`src/design/wdt_pkg.sv`:
```
// constants, register map and state codes of the windowed watchdog
package wdt_pkg;
  // ****************************************
  // time base
  // ****************************************
  localparam int unsigned CLK_HZ = 25000000;
  localparam int unsigned OSC_LF_HZ = 31000;
  localparam int unsigned OSC_MF_HZ = 31250;
  localparam logic [9:0] DIV_LF = 10'(CLK_HZ / OSC_LF_HZ);
  localparam logic [9:0] DIV_MF = 10'(CLK_HZ / OSC_MF_HZ);
  localparam logic [2:0] INIT_CYCLES = 3'h5;

  // ****************************************
  // register indices (byte address is four times the index)
  // ****************************************
  localparam logic [11:0] IDX_CTRL0 = 12'h80c;
  localparam logic [11:0] IDX_CTRL1 = 12'h80d;
  localparam logic [11:0] IDX_PSL = 12'h80e;
  localparam logic [11:0] IDX_PSH = 12'h80f;
  localparam logic [11:0] IDX_TMR = 12'h810;
  localparam logic [11:0] IDX_STAT = 12'h811;
  localparam logic [11:0] IDX_ICLR = 12'h812;
  localparam logic [11:0] IDX_IEN = 12'h813;

  // ****************************************
  // field positions
  // ****************************************
  localparam int PS_LSB = 1;
  localparam int PS_MSB = 5;
  localparam int SWEN_BIT = 0;
  localparam int CS_LSB = 4;
  localparam int CS_MSB = 6;
  localparam int WIN_LSB = 0;
  localparam int WIN_MSB = 2;

  // ****************************************
  // codes and reset values
  // ****************************************
  localparam logic [4:0] PS_DEFAULT = 5'h0b;
  localparam logic [4:0] PS_MAX = 5'h12;
  localparam logic [4:0] PS_MIN = 5'h00;
  localparam logic [4:0] CPS_SW = 5'h1f;
  localparam logic [2:0] CCS_SW = 3'h7;
  localparam logic [2:0] CWS_SW = 3'h7;
  localparam logic [2:0] CS_RESET = 3'h0;
  localparam logic [2:0] CS_MF = 3'h1;
  localparam logic [2:0] WIN_FULL = 3'h7;
  localparam logic SWEN_RESET = 1'b0;
  localparam logic [1:0] MODE_SW = 2'h1;
  localparam logic [1:0] MODE_AWAKE = 2'h2;
  localparam logic [1:0] MODE_ON = 2'h3;
  localparam logic [4:0] TMR_MAX = 5'h1f;
  localparam int CFG_W = 13;
  localparam int EV_W = 2;
  localparam int EV_TIMEOUT = 0;
  localparam int EV_VIOL = 1;

  typedef enum logic [1:0] {
    BUS_IDLE = 2'b01,
    BUS_DATA = 2'b10
  } bus_state_e;
endpackage

```
`src/design/reg_if.sv`:
```
// register access carrier between bus slave and watchdog core
`timescale 1ns/1ps
interface reg_if;
  logic wr;
  logic rd;
  logic [11:0] idx;
  logic [7:0] wdata;
  logic [7:0] rdata;
  modport bus (output wr, output rd, output idx, output wdata, input rdata);
  modport core (input wr, input rd, input idx, input wdata, output rdata);
endinterface

```
`src/design/ahb_reg_slave.sv`:
```
// ahb-lite slave with one wait state per transfer
`timescale 1ns/1ps
module ahb_reg_slave (
  input wire logic clock,
  input wire logic sys_rst,
  input wire logic hsel,
  input wire logic [31:0] haddr,
  input wire logic [1:0] htrans,
  input wire logic hwrite,
  input wire logic [2:0] hsize,
  input wire logic [31:0] hwdata,
  input wire logic hready,
  output logic hreadyout,
  output logic hresp,
  output logic [31:0] hrdata,
  reg_if.bus regs
);
  import wdt_pkg::*;

  bus_state_e state_q;
  logic [11:0] idx_q;
  logic write_q;
  logic hit_q;

  wire take = hsel & htrans[1] & hready;
  // word access inside the 16 kB block only
  wire hit = (haddr[31:14] == 18'h0) & (haddr[1:0] == 2'h0) & (hsize == 3'h2);
  wire in_data = (state_q == BUS_DATA);

  assign regs.wr = in_data & write_q & hit_q;
  assign regs.rd = in_data & ~write_q & hit_q;
  assign regs.idx = idx_q;
  assign regs.wdata = hwdata[7:0];

  always_ff @(posedge clock) begin
    if (sys_rst) begin
      state_q <= BUS_IDLE;
      hreadyout <= 1'b1;
      hresp <= 1'b0;
      hrdata <= 32'h0;
      idx_q <= 12'h0;
      write_q <= 1'b0;
      hit_q <= 1'b0;
    end else begin
      case (state_q)
        BUS_IDLE: begin
          if (take) begin
            state_q <= BUS_DATA;
            hreadyout <= 1'b0;
            idx_q <= haddr[13:2];
            write_q <= hwrite;
            hit_q <= hit;
          end
        end
        BUS_DATA: begin
          state_q <= BUS_IDLE;
          hreadyout <= 1'b1;
          hrdata <= regs.rd ? {24'h0, regs.rdata} : 32'h0;
        end
        default: begin
          state_q <= BUS_IDLE;
          hreadyout <= 1'b1;
        end
      endcase
    end
  end
endmodule

```
`src/design/wdt_timebase.sv`:
```
// oscillator tick divider, prescale counter and window counter
`timescale 1ns/1ps
module wdt_timebase (
  input wire logic clock,
  input wire logic sys_rst,
  input wire logic run,
  input wire logic clear,
  input wire logic clk_mf,
  input wire logic [4:0] interval,
  output logic [17:0] prescale_count,
  output logic [4:0] window_counter,
  output logic timeout
);
  import wdt_pkg::*;

  logic [9:0] div_q;

  wire [9:0] div_last = clk_mf ? (DIV_MF - 10'h1) : (DIV_LF - 10'h1);
  wire osc_tick = (div_q == div_last);
  // one window step is 1/32 of the interval: 2^code oscillator ticks
  wire [17:0] step_last = 18'((19'h1 << interval) - 19'h1);
  wire step_done = osc_tick & (prescale_count == step_last);

  always_ff @(posedge clock) begin
    if (sys_rst | clear | ~run) begin
      div_q <= 10'h0;
      prescale_count <= 18'h0;
      window_counter <= 5'h0;
      timeout <= 1'b0;
    end else begin
      div_q <= osc_tick ? 10'h0 : div_q + 10'h1;
      timeout <= step_done & (window_counter == TMR_MAX);
      if (step_done) begin
        prescale_count <= 18'h0;
        window_counter <= window_counter + 5'h1;
      end else if (osc_tick) begin
        prescale_count <= prescale_count + 18'h1;
      end
    end
  end
endmodule

```
`src/design/windowed_watchdog_regs.sv`:
```
// windowed watchdog: control registers, window check and interrupts
`timescale 1ns/1ps
// How it works
// - interval code 0 divides by 32, each step doubles, up to 2^23 at 10010
// - interval codes 10011 to 11111 run at the shortest interval
// - interval code 01011 divides by 65536 and is the default
// - interval loads 01011 if config period is 11111, else config period
// - interval is read-only unless config period is 11111
// - software enable bit 0 turns the watchdog on only in mode 01
// - clock select 000 picks the 31 kHz, 001 the 31.25 kHz oscillator
// - clock select loads 000 if config clock is 111, else config clock, and is writable only if config clock is 111
// - window select opens the last (code+1) eighths of the period
// - window select loads config window, writable only if that is 111
// - window counter in timer bits 7:3, closed below 4*(7-code)
// - timer bit 2 reads the armed flag
// - 18-bit prescale count readable in low, high and timer bits 1:0
// - prescale and timer registers are read-only, reset to zero
// - windowed mode needs a control zero read before a clear
// - a clear outside the open window resets like a time-out
// - writes to either control register clear the counters
module windowed_watchdog_regs (
  input wire logic clock,
  input wire logic sys_rst,
  input wire logic hsel,
  input wire logic [31:0] haddr,
  input wire logic [1:0] htrans,
  input wire logic hwrite,
  input wire logic [2:0] hsize,
  input wire logic [31:0] hwdata,
  input wire logic hready,
  output logic hreadyout,
  output logic hresp,
  output logic [31:0] hrdata,
  input wire logic [1:0] config_enable_mode,
  input wire logic [4:0] config_period_field,
  input wire logic [2:0] config_clock_field,
  input wire logic [2:0] config_window_field,
  input wire logic device_sleep,
  input wire logic clear_watchdog_instruction,
  output logic watchdog_reset,
  output logic watchdog_active,
  output logic wdt_irq
);
  import wdt_pkg::*;

  // ****************************************
  // declarations
  // ****************************************
  reg_if regs_bus ();

  logic [wdt_pkg::CFG_W-1:0] cfg_s1_q;
  logic [wdt_pkg::CFG_W-1:0] cfg_s2_q;
  logic [wdt_pkg::CFG_W-1:0] cfg_s3_q;
  logic [wdt_pkg::CFG_W-1:0] cfg_q;
  logic [2:0] init_q;
  logic [4:0] interval_select_q;
  logic software_enable_bit_q;
  logic [2:0] clock_select_q;
  logic [2:0] window_select_q;
  logic armed_q;
  logic [wdt_pkg::EV_W-1:0] status_q;
  logic [wdt_pkg::EV_W-1:0] irq_en_q;
  logic [17:0] prescale_count;
  logic [4:0] window_counter;
  logic timeout;

  // ****************************************
  // configuration word capture
  // ****************************************
  wire [wdt_pkg::CFG_W-1:0] cfg_raw = {config_enable_mode, config_period_field,
                                       config_clock_field, config_window_field};

  genvar gi;
  generate
    for (gi = 0; gi < CFG_W; gi = gi + 1) begin : g_cfg_sync
      always_ff @(posedge clock) begin
        if (sys_rst) begin
          cfg_s1_q[gi] <= 1'b0;
          cfg_s2_q[gi] <= 1'b0;
          cfg_s3_q[gi] <= 1'b0;
          cfg_q[gi] <= 1'b0;
        end else begin
          cfg_s1_q[gi] <= cfg_raw[gi];
          cfg_s2_q[gi] <= cfg_s1_q[gi];
          cfg_s3_q[gi] <= cfg_s2_q[gi];
          if (cfg_s2_q[gi] == cfg_s3_q[gi]) begin
            cfg_q[gi] <= cfg_s3_q[gi];
          end
        end
      end
    end
  endgenerate

  wire [1:0] cfg_mode = cfg_q[12:11];
  wire [4:0] cfg_period = cfg_q[10:6];
  wire [2:0] cfg_clock = cfg_q[5:3];
  wire [2:0] cfg_window = cfg_q[2:0];
  // control fields keep loading until the captured word has settled
  wire init_done = (init_q == INIT_CYCLES);

  always_ff @(posedge clock) begin
    if (sys_rst) begin
      init_q <= 3'h0;
    end else if (!init_done) begin
      init_q <= init_q + 3'h1;
    end
  end

  // ****************************************
  // bus slave
  // ****************************************
  ahb_reg_slave u_slave (
    .clock(clock),
    .sys_rst(sys_rst),
    .hsel(hsel),
    .haddr(haddr),
    .htrans(htrans),
    .hwrite(hwrite),
    .hsize(hsize),
    .hwdata(hwdata),
    .hready(hready),
    .hreadyout(hreadyout),
    .hresp(hresp),
    .hrdata(hrdata),
    .regs(regs_bus)
  );

  wire wr_ctrl0 = regs_bus.wr & (regs_bus.idx == IDX_CTRL0);
  wire wr_ctrl1 = regs_bus.wr & (regs_bus.idx == IDX_CTRL1);
  wire wr_iclr = regs_bus.wr & (regs_bus.idx == IDX_ICLR);
  wire wr_ien = regs_bus.wr & (regs_bus.idx == IDX_IEN);
  wire rd_ctrl0 = regs_bus.rd & (regs_bus.idx == IDX_CTRL0);
  wire [7:0] wd = regs_bus.wdata;

  // ****************************************
  // writable fields and their reset values
  // ****************************************
  wire ps_writable = (cfg_period == CPS_SW);
  wire cs_writable = (cfg_clock == CCS_SW);
  wire win_writable = (cfg_window == CWS_SW);
  wire [4:0] ps_load = ps_writable ? PS_DEFAULT : cfg_period;
  wire [2:0] cs_load = cs_writable ? CS_RESET : cfg_clock;

  always_ff @(posedge clock) begin
    if (sys_rst) begin
      interval_select_q <= PS_DEFAULT;
      software_enable_bit_q <= SWEN_RESET;
      clock_select_q <= CS_RESET;
      window_select_q <= WIN_FULL;
    end else if (!init_done) begin
      interval_select_q <= ps_load;
      software_enable_bit_q <= SWEN_RESET;
      clock_select_q <= cs_load;
      window_select_q <= cfg_window;
    end else begin
      if (wr_ctrl0) begin
        software_enable_bit_q <= wd[SWEN_BIT];
      end
      if (wr_ctrl0 && ps_writable) begin
        interval_select_q <= wd[PS_MSB:PS_LSB];
      end
      if (wr_ctrl1 && cs_writable) begin
        clock_select_q <= wd[CS_MSB:CS_LSB];
      end
      if (wr_ctrl1 && win_writable) begin
        window_select_q <= wd[WIN_MSB:WIN_LSB];
      end
    end
  end

  // ****************************************
  // mode, interval and window decode
  // ****************************************
  wire mode_sw_on = (cfg_mode == MODE_SW) & software_enable_bit_q;
  wire mode_awake_on = (cfg_mode == MODE_AWAKE) & ~device_sleep;
  wire active = init_done & ((cfg_mode == MODE_ON) | mode_awake_on | mode_sw_on);
  wire [4:0] interval_eff = (interval_select_q > PS_MAX) ? PS_MIN : interval_select_q;
  wire clk_mf = (clock_select_q == CS_MF);
  wire windowed = (window_select_q != WIN_FULL);
  wire [2:0] closed_eighths = WIN_FULL - window_select_q;
  wire [4:0] open_from = {closed_eighths, 2'b00};
  wire window_open = (window_counter >= open_from);

  // ****************************************
  // clear instruction and window check
  // ****************************************
  wire clr = clear_watchdog_instruction & active;
  wire violation = clr & windowed & (~armed_q | ~window_open);
  wire valid_clear = clr & ~violation;
  wire fire = active & (violation | timeout);
  wire counter_clear = valid_clear | wr_ctrl0 | wr_ctrl1 | fire;

  always_ff @(posedge clock) begin
    if (sys_rst) begin
      armed_q <= 1'b0;
    end else begin
      armed_q <= rd_ctrl0 | (armed_q & ~clr);
    end
  end

  wdt_timebase u_timebase (
    .clock(clock),
    .sys_rst(sys_rst),
    .run(active),
    .clear(counter_clear),
    .clk_mf(clk_mf),
    .interval(interval_eff),
    .prescale_count(prescale_count),
    .window_counter(window_counter),
    .timeout(timeout)
  );

  // ****************************************
  // events, interrupt and outputs
  // ****************************************
  wire [wdt_pkg::EV_W-1:0] events = {active & violation, active & timeout};
  wire [wdt_pkg::EV_W-1:0] clr_mask = wr_iclr ? wd[EV_W-1:0] : '0;
  // a new event wins over a clear in the same cycle
  wire [wdt_pkg::EV_W-1:0] status_d = events | (status_q & ~clr_mask);

  always_ff @(posedge clock) begin
    if (sys_rst) begin
      status_q <= '0;
      irq_en_q <= '0;
      wdt_irq <= 1'b0;
      watchdog_reset <= 1'b0;
      watchdog_active <= 1'b0;
    end else begin
      status_q <= status_d;
      if (wr_ien) begin
        irq_en_q <= wd[EV_W-1:0];
      end
      wdt_irq <= |(status_q & irq_en_q);
      watchdog_reset <= fire;
      watchdog_active <= active;
    end
  end

  // ****************************************
  // read mux
  // ****************************************
  wire [7:0] rd_ctrl0_v = {2'b00, interval_select_q, software_enable_bit_q};
  wire [7:0] rd_ctrl1_v = {1'b0, clock_select_q, 1'b0, window_select_q};
  wire [7:0] rd_tmr_v = {window_counter, armed_q, prescale_count[17:16]};
  wire [7:0] rd_stat_v = {6'h0, status_q};
  wire [7:0] rd_ien_v = {6'h0, irq_en_q};

  // prescale and timer registers have no write path
  assign regs_bus.rdata = (regs_bus.idx == IDX_CTRL0) ? rd_ctrl0_v :
                          (regs_bus.idx == IDX_CTRL1) ? rd_ctrl1_v :
                          (regs_bus.idx == IDX_PSL) ? prescale_count[7:0] :
                          (regs_bus.idx == IDX_PSH) ? prescale_count[15:8] :
                          (regs_bus.idx == IDX_TMR) ? rd_tmr_v :
                          (regs_bus.idx == IDX_STAT) ? rd_stat_v :
                          (regs_bus.idx == IDX_IEN) ? rd_ien_v : 8'h00;
endmodule
```
`config.mk`:
```
export PLATFORM = sky130hd
export DESIGN_NAME = windowed_watchdog_regs
export DESIGN_NICKNAME = d
export VERILOG_FILES = /design/src/design/wdt_pkg.sv /design/src/design/reg_if.sv /design/src/design/ahb_reg_slave.sv /design/src/design/wdt_timebase.sv /design/src/design/windowed_watchdog_regs.sv
export SDC_FILE = /design/constraint.sdc
export NUM_CORES = 1
export LEC_CHECK = 0
export ABC_CLOCK_PERIOD_IN_PS = 6500
export BUFFER_PORTS_ARGS = -buffer_cell sky130_fd_sc_hd__buf_4
export CAP_MARGIN = 30
export CORE_MARGIN = 3
export CORE_UTILIZATION = 43
export CTS_CLUSTER_SIZE = 10
export DETAILED_ROUTE_END_ITERATION = 7
export PLACE_DENSITY = 0.7
export SYNTH_ARGS = -nofsm -noshare
export SYNTH_HDL_FRONTEND = slang
export SYNTH_SLANG_ARGS = --single-unit
```
`constraint.sdc`:
```
create_clock -name clock -period 6.5 [get_ports clock]
set_input_delay 1.3 -clock clock [delete_from_list [all_inputs] [get_ports clock]]
set_output_delay 1.3 -clock clock [all_outputs]
set_load 0.005 [all_outputs]
```
Word-level counts from Yosys, hierarchy flattened
Cells that the tools add are included.
{"block": "totals", "register_bits": 158, "output_inout_bits": 37}
{"block": "op_classes", "n_reduce_logical": 11, "n_lt_le_gt_ge": 2, "bitwise": 49, "n_addsub": 6, "n_eq_ne": 39, "mux": 19, "shifts": 1}
{"operator": "12-bit == test (second input constant)", "count": 8}
{"operator": "8-bit two-way mux", "count": 6}
{"operator": "1-bit bitwise AND", "count": 26}
{"operator": "5-bit two-way mux", "count": 4}
{"operator": "18-bit by 1-bit adder with 18-bit output (second input constant)", "count": 1}
{"operator": "18-bit == test", "count": 1}
{"operator": "18-bit logical NOT", "count": 1}
{"operator": "1-bit by 5-bit left shift with 18-bit output (first input constant)", "count": 1}
{"operator": "18-bit by 1-bit subtractor with 18-bit output (second input constant)", "count": 1}
{"operator": "3-bit two-way mux", "count": 5}
{"operator": "1-bit == test", "count": 13}
{"operator": "10-bit by 1-bit adder with 10-bit output (second input constant)", "count": 1}
{"operator": "10-bit == test", "count": 1}
{"operator": "5-bit == test (second input constant)", "count": 2}
{"operator": "1-bit bitwise OR", "count": 10}
{"operator": "2-bit OR reduction", "count": 5}
{"operator": "3-bit == test (second input constant)", "count": 3}
{"operator": "1-bit inverter", "count": 9}
{"operator": "2-bit == test (second input constant)", "count": 3}
{"operator": "2-bit two-way mux", "count": 3}
{"operator": "6-bit two-way mux", "count": 1}
{"operator": "2-bit by 1-bit != test with 1-bit output (second input constant)", "count": 3}
{"operator": "5-bit by 1-bit adder with 5-bit output (second input constant)", "count": 1}
{"operator": "5-bit >= comparator", "count": 1}
{"operator": "13 further kinds", "count": 17}

Logic depth before layout (Yosys ltp)
{"block": "depth", "word_depth": 16, "ltp_mapped": 17, "ltp_nobuf": 10}

Hierarchy
From an unflattened synthesis, not the netlist that was laid out.
{"block": "hier_totals", "hier_cells": 764, "area_unflattened_um2": 6616.3}
{"mod": "windowed_watchdog_regs", "cells_each": 366, "area_per_inst_um2": 3359.5, "seq_area_each_um2": 1501.4, "n_inst": 1}
{"mod": "wdt_timebase", "cells_each": 260, "area_per_inst_um2": 2094.5, "seq_area_each_um2": 680.7, "n_inst": 1}
{"mod": "ahb_reg_slave", "cells_each": 138, "area_per_inst_um2": 1162.4, "seq_area_each_um2": 480.5, "n_inst": 1}

Worst setup path before layout
No wires, ideal clock.
{"block": "synth_path", "path_kind": "reg-to-reg", "from": "register interval_select_q[2]", "to": "register u_timebase.prescale_count[8]", "stages_incl_launch_ff": 16, "period_less_slack_ns": 3.356, "arrival_time_ns": 3.240, "setup_slack_ns": 3.144, "n_path_buf": 5, "required_ns": 6.384, "cell_sequence": "dfxtp_1 buf_2 buf_2 a211o_1 a22oi_1 ha_1 buf_2 xor2_1 nand4_2 a2111oi_4 o2111ai_1 nor4_1 a21o_1 buf_4 buf_6 nor2_1"}
{"block": "synth_via", "elab_chain_cells": 7}
{"element": "start: declaration", "line_no": "windowed_watchdog_regs.sv:56", "text": "logic [4:0] interval_select_q;"}
{"element": "start signal: assignment", "line_no": "windowed_watchdog_regs.sv:151", "text": "interval_select_q <= ps_load;"}
{"element": "start signal: assignment", "line_no": "windowed_watchdog_regs.sv:160", "text": "interval_select_q <= wd[PS_MSB:PS_LSB];"}
{"element": "5-bit greater-than comparator", "line_no": "windowed_watchdog_regs.sv:177", "text": "wire [4:0] interval_eff = (interval_select_q > PS_MAX) ? PS_MIN : interval_select_q;"}
{"element": "5-bit two-way mux (*)", "line_no": "windowed_watchdog_regs.sv:177"}
{"element": "1-bit by 5-bit left shift with 18-bit output (*)", "line_no": "wdt_timebase.sv:21", "text": "wire [17:0] step_last = 18'((19'h1 << interval) - 19'h1);"}
{"element": "18-bit by 1-bit subtractor with 18-bit output (*)", "line_no": "wdt_timebase.sv:21"}
{"element": "18-bit == test (*)", "line_no": "wdt_timebase.sv:22", "text": "wire step_done = osc_tick & (prescale_count == step_last);"}
{"element": "1-bit bitwise AND (*)", "line_no": "wdt_timebase.sv:22"}
{"element": "2-bit OR reduction (no source line) (*)"}
{"element": "end signal: assignment", "line_no": "wdt_timebase.sv:37", "text": "prescale_count <= prescale_count + 18'h1;"}
{"element": "end: declaration", "line_no": "wdt_timebase.sv:10", "text": "output logic [17:0] prescale_count,"}
Every way passes the cells marked *; elsewhere a longest branch is shown, timed or not.
A chain may end at the register's enable or synchronous reset.

Final worst setup path
{"block": "layout_path", "from": "register interval_select_q[0]", "to": "register u_timebase.prescale_count[17]"}
Same word-level chain as after synthesis.

==> out/results.ini <==
[run_status]
status=completed

[min_path]
hold_class=flip-flop to flip-flop
hold_path_depth=1
min_from=cfg_s1_q[12]$_SDFF_PP0_
worstHoldEndpoint=cfg_s2_q[12]$_SDFF_PP0_

[drt]
wire_per_inst_microns=14.7
ant_nets=0
viasPerCell=5.37
drt-total-wl_microns=14800
first_iter_violations=333
vias=5407
drc=0
first_pass_iters=5

[logic_synthesis]
yosysWarningCount=0
ys_seq_elements=133
synth_seq_area_share_pct=40.5
async_reset_ff_share_pct=0
synth_edf_count=0
synthesis.area_sq_mm=0.00657
synth.avg_cell_area_sq_um=8.68
synth-main-ff-cell=dfxtp_1
syn_inst=757
ys_types=72

[critical_path]
crit_buf_inv=2
worstReg2RegEnd=u_timebase.prescale_count[17]$_SDFFE_PP0P_
crit_path_end_kind=flip-flop
cpMaxStageDelayCell=dfxtp_1
r2r_slack_ns=2.36
critPathKind=flip-flop to flip-flop
start_kind=flip-flop
worst_r2r_startpoint=interval_select_q[0]$_SDFFE_PP1P_
crit_family=compound AO/OA/AOI/OAI gates
slowest_delay_ns=0.83
crit_chain=nor2_1 > a22oi_1 > ha_1 > inv_1 > a211oi_1 > a211oi_1 > nor4_1 > nor4_1 > clkbuf_2 > a21o_1 > nor2_1
crit_path_max_fanout=18
reg2regPathDepth=11
cp.arrival_ns=4.49
cp_data_required_time_ns=6.85

[floorplanning]
rows=44
ioPinCount=126
die_area_sq_mm=0.0168
coreArea_sq_mm=0.0148
start_util_pct=44.5
die_h_microns=130
dieWidth_microns=130

[sta]
rsz0062_at_grt=false
period_needed_ns=4.14
maxSlewViolCount=0
timing_hold_violations_final=0
max_slew_margin_pct=36.6
setup_violations=0
worst_pin_slew_ns=0.950
fin_ws_ns=2.36
fmax_mhz=242
fin_skew_ns=0.0119
setup_tns_ns=0
period_share_pct=63.7

[clocking]
clk_pin_slew_ns=0.06
clk_path_buf_depth=2
clk-insertion-delay-late_ns=0.42
post_cts_buffers=0
cts_made_buffers=17
cts_hold_buf=0
htreeDepth=4
ctsResizeCount=0
cts_root_buf=clkbuf_16
tritoncts=built
cts.sinks=133

[global_routing]
grt_overflow=0
busiest_layer=met2
grt_usage_pct=18.4
grt_util_met3_pct=4.45
grt_pass1_wl_microns=24800
use_met2_pct=29.1
grt_use_met1_pct=24.4
antenna_found_initial=0
grt_pass1_vias=4987
grt_start_max_net_pins=99

[final_layout]
area_growth_pct=17.1
diodes=0
n_fill_cell=1357
postLayoutCoreUtil_pct=52.2
final_nets=910
multi_input_area_sq_mm=0.00352
layout-drive-gt1-share_pct=17.0
fin_area_sq_mm=0.00770
regArea_sq_mm=0.00266

[place]
place_ws_ns=2.00
gp_congestion=0.878
port-buffer-count=74
post_dp_cell_area_sq_mm=0.00707
dp_hpwl_microns=10500

[pwr]
power_density_mw_per_mm2=253
peakVddDrop_mv=0.202
p_total_mw=1.95
leakage_nw=2.94

[flow_run]
max-cap-violations=0

## Yosys cell counts, drive strengths merged (8+ instances only)
library cell	count	share of area (%)
a21oi	39	3.0
or3	8	0.76
nand3	24	1.8
a22oi	10	1.1
ha	11	2.1
nor2	88	5.1
buf	52	5.4
and3	10	0.95
clkbuf	19	1.1
a211o	8	1.1
o21ai	36	2.7
dfxtp	133	41
xor2	10	1.3
nor4	12	1.5
mux2i	24	3.7
nor3	14	1.2
nor2b	46	4.4
xnor2	22	2.9
nand4	11	1.1
nand2	62	3.5
inv	15	0.86
## registers in the layout, summed over array words and instances, names as in the netlist, 2 cells and up
name and count:
irq_en_q 2, u_slave.state_q 2, cfg_mode 2, init_q 3, cfg_s3_q 13, window_select_q 3
u_slave.hrdata 8, u_timebase.div_q 10, cfg_s2_q 13, u_slave.regs.idx 12, status_q 2, clock_select_q 3
interval_select_q 5, cfg_clock 3, u_timebase.prescale_count 18, u_timebase.window_counter 5, cfg_q 3, cfg_period 5
cfg_s1_q 13
## worst max path at each step
stage                                           start                                    endpoint  depth (start not counted)  slack, ns
floorplan           interval_select_q[2]$_SDFFE_PP0P_   u_timebase.prescale_count[8]$_SDFFE_PP0P_                         15       3.14
global placement    interval_select_q[0]$_SDFFE_PP1P_  u_timebase.prescale_count[12]$_SDFFE_PP0P_                         10       2.03
detailed placement  interval_select_q[0]$_SDFFE_PP1P_  u_timebase.prescale_count[17]$_SDFFE_PP0P_                         10       2.00
CTS                 interval_select_q[0]$_SDFFE_PP1P_  u_timebase.prescale_count[17]$_SDFFE_PP0P_                         10       1.96
global route        interval_select_q[0]$_SDFFE_PP1P_   u_timebase.prescale_count[4]$_SDFFE_PP0P_                         11       1.91
finish              interval_select_q[0]$_SDFFE_PP1P_  u_timebase.prescale_count[17]$_SDFFE_PP0P_                         11       2.36
## power breakdown
group / switching (mW) / internal (mW)
registers: 0.0180 / 0.834
logic: 0.0563 / 0.0574
clock network: 0.351 / 0.632
total: 0.426 / 1.52
## placed cells by master (no fill, tap or decap), types with 4 or more instances in the layout
cell / count
conb_1: 25
nor3_1: 12
o21ai_0: 36
clkbuf_16: 17
and3_1: 10
clkinvlp_4: 5
xor2_1: 10
buf_4: 79
xnor2_1: 22
inv_1: 15
a21o_1: 4
or3_1: 8
nand3_1: 24
dfxtp_1: 133
a31oi_1: 5
mux2_2: 6
nor2_1: 87
mux2i_1: 24
nor2b_1: 46
a211oi_1: 7
nand4_1: 10
a31o_2: 5
a21oi_1: 39
nand2_1: 62
nor4_1: 10
o31ai_1: 4
a211o_1: 8
ha_1: 11
and2_1: 4
a22oi_1: 10
nand3b_1: 6
## through the flow
stage	hold WS [ns]	instances
floorplan	0.414	781
global placement	0.415	973
detailed placement	0.422	974
CTS	0.435	1006
global route	0.448	1007
finish	0.433	1007
## cells by family after synthesis
| logic type | Yosys count | synth area share [%] |
|---|---|---|
| compound gates | 146 | 14.8 |
| xor+xnor | 33 | 4.63 |
| fa+ha+maj | 11 | 2.09 |
| buf+inv | 86 | 7.33 |
| flops | 133 | 40.5 |
| mux | 30 | 4.68 |
| other cells | 1 | 0.0571 |
| simple gates | 317 | 25.9 |
## final cells by class
class                   count  area share (%)
multi-input cells         562            45.7
repair buffers             81            7.97
well taps                 184            2.99
inverters                  15           0.732
flip-flops and latches    133            34.6
clock inverters            12            1.97
clock buffers              20            6.06
## per-layer routing
metal | part of all wire [%] | vias up
met2 | 48 | 122
met3 | 4.2 | 30
met4 | 2.0 | 0
met1 | 46 | 2532
li1 | - | 2723
met5 | 0 | -
## worst register-to-register path, cell delays in order, from the launching register on
cell and delay, ns:
dfxtp_1 0.83, nor2_1 0.22, a22oi_1 0.24, ha_1 0.57, inv_1 0.22, a211oi_1 0.42
a211oi_1 0.09, nor4_1 0.54, nor4_1 0.14, clkbuf_2 0.21, a21o_1 0.41, nor2_1 0.18
(Power assumes the default switching activity.)
